[config.mk]
export PLATFORM = sky130hd
export DESIGN_NAME = charge_count_accumulator
export DESIGN_NICKNAME = d
export VERILOG_FILES = /design/src/charge_pkg.sv /design/src/charge_accum_core.sv /design/src/charge_count_accumulator.sv
export VERILOG_INCLUDE_DIRS = /design/src
export SDC_FILE = /design/constraint.sdc
export NUM_CORES = 1
export LEC_CHECK = 0
export BUFFER_PORTS_ARGS = -buffer_cell sky130_fd_sc_hd__buf_2
export CORE_MARGIN = 3
export CORE_UTILIZATION = 55
export DETAILED_ROUTE_END_ITERATION = 7
export HOLD_SLACK_MARGIN = 0.03
export PLACE_DENSITY = 0.89
export SYNTH_ARGS = -nofsm -noshare
export SYNTH_HDL_FRONTEND = slang
export SYNTH_HIERARCHICAL = 1
export SYNTH_SLANG_ARGS = --single-unit
export TNS_END_PERCENT = 20
[constraint.sdc]
create_clock -name CLK -period 2.8 [get_ports CLK]
set_input_delay 0.14 -clock CLK [delete_from_list [all_inputs] [get_ports CLK]]
set_output_delay 0.14 -clock CLK [all_outputs]
set_load 0.02 [all_outputs]
[src/charge_consts.svh]
// Purpose: constants for the charge count accumulator register slice
// Assumes: byte-wide register access through the management bus engine
// Notes:   definitions only
//
// What this block does
// - Keep a 32-bit running total of charge current into the battery.
// - After each conversion with sign bit 0 and accumulation enabled, add result.
// - Total wraps past its maximum; host must read and clear it in time.
// - Writing the charge clear bit in the clear register zeroes the total, or loads the result of a same-cycle charge conversion.
// - Decode 10-bit location plus 2-bit bank; total sits in register bank.
`ifndef CHARGE_CONSTS_SVH
`define CHARGE_CONSTS_SVH

// ----------------------------------------------------------------
// map
// ----------------------------------------------------------------
`define REG_BANK          2'h1
`define ACCUM_BYTE0_ADDR  10'h024
`define ACCUM_BYTE1_ADDR  10'h025
`define ACCUM_BYTE2_ADDR  10'h026
`define ACCUM_BYTE3_ADDR  10'h027
`define ACC_CLEAR_ADDR    10'h062
`define CHARGE_CLEAR_BIT  2

// ----------------------------------------------------------------
// fields and reset values
// ----------------------------------------------------------------
`define RESULT_SIGN_BIT   15
`define ACCUM_RESET_VAL   32'h0000_0000
`define BYTE_ZERO         8'h00
`define RESULT_PAD        16'h0000

`endif

[src/charge_pkg.sv]
// Purpose: types shared by the charge count accumulator files
// Assumes: nothing
// Notes:   numeric constants live in charge_consts.svh
package charge_pkg;

  typedef logic [7:0]  byte_t;
  typedef logic [9:0]  loc_addr_t;
  typedef logic [15:0] conv_result_t;
  typedef logic [31:0] accum_t;

  typedef enum logic [1:0] {
    BANK_EEPROM,
    BANK_REGS,
    BANK_TEST,
    BANK_RESERVED
  } bank_t;

endpackage : charge_pkg

[src/charge_accum_core.sv]
// Purpose: 32-bit wrapping accumulator of charge-direction conversions
// Assumes: conversion strobe and result come from logic on the same clock
// Notes:   clear and add in one cycle loads the new result alone
`timescale 1ns/1ps
`default_nettype none
`include "charge_consts.svh"

module charge_accum_core
  import charge_pkg::*;
(
  // clock and reset
  input  wire logic          clk,
  input  wire logic          rst_n,
  input  wire logic          ce,
  // conversion side
  input  wire logic          conv_done,
  input  wire conv_result_t  conv_result,
  input  wire logic          accum_en,
  // control
  input  wire logic          clear,
  // state
  output var  accum_t        total_r
);

  logic   charge_dir;
  logic   do_add;
  accum_t addend;
  accum_t total_nxt;

  // ----------------------------------------------------------------
  // add decision
  // ----------------------------------------------------------------
  assign charge_dir = ~conv_result[`RESULT_SIGN_BIT];
  assign do_add     = conv_done & accum_en & charge_dir;
  assign addend     = {`RESULT_PAD, conv_result};

  // a clear must not swallow a conversion landing in the same cycle
  always_comb begin
    if (clear && do_add) begin
      total_nxt = addend;
    end else if (clear) begin
      total_nxt = `ACCUM_RESET_VAL;
    end else if (do_add) begin
      total_nxt = total_r + addend;
    end else begin
      total_nxt = total_r;
    end
  end

  // ----------------------------------------------------------------
  // running total
  // ----------------------------------------------------------------
  // plain modular add: no saturation, carry out is dropped
  always_ff @(posedge clk or negedge rst_n) begin
    if (!rst_n) begin
      total_r <= `ACCUM_RESET_VAL;
    end else if (ce) begin
      total_r <= total_nxt;
    end
  end

endmodule : charge_accum_core
`default_nettype wire

[src/charge_count_accumulator.sv]
// Purpose: charge count accumulator with its byte-wide register access
// Assumes: bus engine supplies one-cycle read and write strobes on CLK
// Notes:   byte 0 read freezes bytes 1..3 for a coherent multi-byte read
`timescale 1ns/1ps
`default_nettype none
`include "charge_consts.svh"

module charge_count_accumulator (
  // clock, reset, enable
  input  wire logic                   CLK,
  input  wire logic                   RSTN,
  input  wire logic                   CE,
  // register access from the management bus engine
  input  wire charge_pkg::bank_t      BANK_SEL,
  input  wire charge_pkg::loc_addr_t  LOC_ADDR,
  input  wire logic                   WR_STB,
  input  wire charge_pkg::byte_t      WR_DATA,
  input  wire logic                   RD_STB,
  output var  charge_pkg::byte_t      RD_DATA,
  output var  logic                   RD_VALID,
  output var  logic                   ADDR_HIT,
  // conversion results
  input  wire logic                   CONV_DONE,
  input  wire charge_pkg::conv_result_t CONV_RESULT,
  input  wire logic                   ACCUM_EN,
  // state view
  output var  charge_pkg::accum_t     CHARGE_ACCUMULATOR
);
  import charge_pkg::*;

  // ----------------------------------------------------------------
  // address decode
  // ----------------------------------------------------------------
  logic   in_reg_bank;
  logic   hit_b0;
  logic   hit_b1;
  logic   hit_b2;
  logic   hit_b3;
  logic   hit_clr;
  logic   hit_any;
  logic   charge_clear;
  accum_t total;

  assign in_reg_bank = (BANK_SEL == BANK_REGS);

  always_comb begin
    hit_b0  = 1'b0;
    hit_b1  = 1'b0;
    hit_b2  = 1'b0;
    hit_b3  = 1'b0;
    hit_clr = 1'b0;
    if (!in_reg_bank) begin
      hit_b0 = 1'b0;
    end else if (LOC_ADDR == `ACCUM_BYTE0_ADDR) begin
      hit_b0 = 1'b1;
    end else if (LOC_ADDR == `ACCUM_BYTE1_ADDR) begin
      hit_b1 = 1'b1;
    end else if (LOC_ADDR == `ACCUM_BYTE2_ADDR) begin
      hit_b2 = 1'b1;
    end else if (LOC_ADDR == `ACCUM_BYTE3_ADDR) begin
      hit_b3 = 1'b1;
    end else if (LOC_ADDR == `ACC_CLEAR_ADDR) begin
      hit_clr = 1'b1;
    end
  end

  assign hit_any = hit_b0 | hit_b1 | hit_b2 | hit_b3 | hit_clr;

  // clear acts on the write itself; the bit is not stored and reads 0
  assign charge_clear = CE & WR_STB & hit_clr & WR_DATA[`CHARGE_CLEAR_BIT];

  // ----------------------------------------------------------------
  // accumulator
  // ----------------------------------------------------------------
  charge_accum_core u_core (
    .clk         (CLK),
    .rst_n       (RSTN),
    .ce          (CE),
    .conv_done   (CONV_DONE),
    .conv_result (CONV_RESULT),
    .accum_en    (ACCUM_EN),
    .clear       (charge_clear),
    .total_r     (total)
  );

  // ----------------------------------------------------------------
  // coherent read snapshot
  // ----------------------------------------------------------------
  // without it an add between byte reads could tear the 32-bit value
  accum_t snap_r;

  always_ff @(posedge CLK or negedge RSTN) begin
    if (!RSTN) begin
      snap_r <= `ACCUM_RESET_VAL;
    end else if (CE && RD_STB && hit_b0) begin
      snap_r <= total;
    end
  end

  // ----------------------------------------------------------------
  // read data
  // ----------------------------------------------------------------
  byte_t rd_nxt;

  always_comb begin
    rd_nxt = `BYTE_ZERO;
    if (hit_b0) begin
      rd_nxt = total[7:0];
    end else if (hit_b1) begin
      rd_nxt = snap_r[15:8];
    end else if (hit_b2) begin
      rd_nxt = snap_r[23:16];
    end else if (hit_b3) begin
      rd_nxt = snap_r[31:24];
    end
  end

  always_ff @(posedge CLK or negedge RSTN) begin
    if (!RSTN) begin
      RD_DATA <= `BYTE_ZERO;
    end else if (CE && RD_STB) begin
      RD_DATA <= rd_nxt;
    end
  end

  always_ff @(posedge CLK or negedge RSTN) begin
    if (!RSTN) begin
      RD_VALID <= 1'b0;
    end else if (CE) begin
      RD_VALID <= RD_STB;
    end
  end

  // hit is reported with the answer so the engine can ack or nack
  always_ff @(posedge CLK or negedge RSTN) begin
    if (!RSTN) begin
      ADDR_HIT <= 1'b0;
    end else if (CE) begin
      ADDR_HIT <= (RD_STB | WR_STB) & hit_any;
    end
  end

  // ----------------------------------------------------------------
  // state view
  // ----------------------------------------------------------------
  // one cycle behind the core total, taken from a flop of its own
  always_ff @(posedge CLK or negedge RSTN) begin
    if (!RSTN) begin
      CHARGE_ACCUMULATOR <= `ACCUM_RESET_VAL;
    end else if (CE) begin
      CHARGE_ACCUMULATOR <= total;
    end
  end

endmodule : charge_count_accumulator
`default_nettype wire

==> results.md <==
* 1st-pass router iterations at 5
* Critical Path Start Type: flip-flop
* CTS tree: built
* Clock latency on the worst-skew pair at 0.36 ns
* Clock Sinks at 98
* Hold depth at 3
* 1st-iter DRT viols at 373
* Power per Cell Area at 782 mW/mm^2
* Syn Nets at 552
* Met2 wire length at 6430 um
* Hold path start: CONV_RESULT[11]
* Layout net count at 634
* Vias in the first global route at 4280
* Status: completed
* Post-synth EDFFs at 0
* Area Overhead vs Synth at 15.3%
* Fmax at 371 MHz
* Vias at 4281
* Die height at 104 um
* Worst Max-Slew Pin Slew at 0.792 ns
* Overall power at 4800 uW
* Post-Synthesis Cells at 492
* CP Capture Type: flip-flop
* Post-synth ARST share at 1.00
* Layout Skew at 0.0115 ns
* Reg-to-Reg Start: u_core/total_r[0]
* Final Cycle Share at 0.962
* WP data required at 3.09 ns
* Overall Global Routing Usage at 0.252
* Max VDD drop at 585 uV
* GPL Wtd Cong at 0.954
* Antenna violations before repair at 0
* Die width at 104 um
* Worst-path clk slew at 0.11 ns
* Relative slew slack at 0.472
* M1 wire length at 5850 um
* Shortest period the worst path allows at 2.69 ns
* Grt total ovfl at 0
* CTS max path bufs at 2
* TritonCTS buffer count at 9
* Worst-path fanout max at 6
* Row cnt at 35
* Fin. Hold Viols at 0
* Pre-CTS setup slack at 0.110 ns
* Per-cell routed wire length at 19.0 um
* First-pass GRT wire length at 22200 um
* Synth unique cells at 60
* DR WL met3 at 919 um
* R2r setup slk at 0.11 ns
* # DRC at 0
* Syn Area/Cell at 10.8 sq um
* Lkg Pwr at 0.00303 uW
* Final setup margin at 0.105 ns
* Initial Util at 0.570
* Largest net degree at the start of global routing at 64
* Yosys warns at 6
* H-tree depth at 3
* Crit path kind: flip-flop to flip-flop
* Max cap viols at 0
* Count of inserted antenna diode cells at 0
* CTS Root Cell: clkbuf_8
* Share of layout cells above drive strength 1 at 0.304
* Via density at 6.05
* Routed wire length at 13400 um
* Mapped cell area at 0.00532 sq mm
* #FFs+latches synth at 98
* Worst Hold Endpoint: u_core/total_r[11]
* Core area at 0.00933 sq mm
* HPWL after detailed placement at 9940 um
* Final setup fails at 0
* Ys flop type: dfrtp_1
* Max layer used: met4
* RR Endpoint: u_core/total_r[30]
* Number of routed nets with antenna violations at 0
* R2R cell count at 10
* Die ar. at 0.0109 sq mm
* Port bufs at 77
* Slew Viols, Final at 0
* Seq/Total Area, Yosys at 0.461
* Worst hold path type: primary input to flip-flop
* Commonest non-fill, non-tap cell in the layout: dfrtp_1
* Crit path DAT at 2.99 ns
* I/O pins at 85
* Most frequent cells in the layout: dfrtp_1 (98), buf_2 (76), nand2_1 (40)
[stage by stage]
step	hold slack (ns)	std cells	util	setup TNS (ns)	cell area, sq um
after global routing	0.0424	708	0.657	-0.0186	6130
final	0.0496	708	0.657	0	6130
after CTS	0.0348	707	0.656	0	6120
after global placement	0.271	687	0.628	0	5860
after detailed placement	0.271	687	0.628	0	5860
after floorplan	-0.156	492	-	0	5320
[cell type report]
class                      count  area [sq um]
sequential                    98          2450
tap                          129           161
timing repair buffer          94           538
clock buffer                  10           138
clock inverter                 6          80.1
fill                         744          3200
multi-input combinational    358          2710
inverter                      13          48.8
[synthesized netlist by cell type, types with 2 or more instances]
cell type	n	share of area
and3_1	6	0.0071
clkbuf_1	12	0.0085
buf_6	3	0.0064
nand4_1	5	0.0059
o21ai_0	27	0.025
a21oi_1	26	0.024
nor3_1	6	0.0056
nand2_1	40	0.028
a211oi_1	4	0.0056
and4_1	2	0.0033
or3_1	3	0.0035
a22oi_1	5	0.0071
o21a_1	6	0.0085
mux2i_1	10	0.019
inv_1	13	0.0092
and2b_1	3	0.0042
a31oi_1	5	0.0059
o31ai_1	3	0.0042
nor2_1	37	0.026
or4_1	2	0.0028
buf_2	5	0.0047
ha_1	16	0.038
mux2_2	35	0.074
xnor2_1	11	0.018
o211ai_1	6	0.0085
a21o_1	2	0.0028
nor2b_1	3	0.0035
dfrtp_1	98	0.46
and2_1	2	0.0024
a32oi_1	7	0.012
nand2b_1	11	0.013
xor2_1	9	0.015
a211o_1	2	0.0033
mux2_4	22	0.062
o2111ai_1	2	0.0033
nand3_1	18	0.017
nor4b_4	2	0.0089
[how the worst max path moves through the flow]
stage | start | to | slack (ns)
after floorplan | u_core/total_r[0] | u_core/total_r[26] | 0.34
after global placement | u_core/total_r[0] | u_core/total_r[30] | 0.19
after detailed placement | u_core/total_r[0] | u_core/total_r[30] | 0.11
after CTS | u_core/total_r[0] | u_core/total_r[30] | 0.08
after global routing | u_core/total_r[4] | u_core/total_r[21] | -0.02
final | u_core/total_r[0] | u_core/total_r[30] | 0.11
[where the power goes]
group / internal (uW) / total, uW / switching (uW) / leakage, uW
Sequential: 1670 / 1950 / 279 / 0.00125
Combinational: 770 / 1850 / 1080 / 0.00167
Clock: 460 / 996 / 536 / 0.000109
[registers in the layout, indices dropped and copies added, names as in the netlist]
register            flops
CHARGE_ACCUMULATOR     32
u_core/total_r         32
snap_r                 24
RD_DATA                 8
ADDR_HIT                1
RD_VALID                1
[repair_timing]
item / in CTS / in global routing
endpoints found under the setup margin: 0 / 6
buffers inserted: 0 / 1
resized for setup: 0 / 2
hold buffers: 4 / 0
endpoints found under the hold margin: 65 / 0
[kinds of logic (layout without fill, tap and decap cells)]
| group | count (synthesis) | in the layout | synth area share |
|---|---|---|---|
| simple gates | 150 | 150 | 0.151 |
| compound gates | 104 | 104 | 0.127 |
| xor+xnor | 20 | 20 | 0.0329 |
| fa+ha+maj | 17 | 17 | 0.0414 |
| flops | 98 | 98 | 0.461 |
| mux | 67 | 67 | 0.155 |
| buf+inv | 36 | 123 | 0.0318 |
[critical path: stages, from the launching register on]
cell       delay (ns)
dfrtp_1          0.42
ha_1             0.19
inv_1            0.06
fa_1             0.37
and2b_1          0.27
o2111ai_1        0.15
nand2_1          0.13
a31oi_1          0.13
o21a_2           0.29
or4_1            0.48
a21oi_1          0.15
[routing by layer]
| layer | up-vias | GRT usage |
|---|---|---|
| met5 | - | 0 |
| met4 | 0 | 0.0684 |
| li1 | 1953 | - |
| met3 | 23 | 0.0416 |
| met1 | 2097 | 0.353 |
| met2 | 208 | 0.408 |
Note: power is estimated with default switching activity, not from simulation.
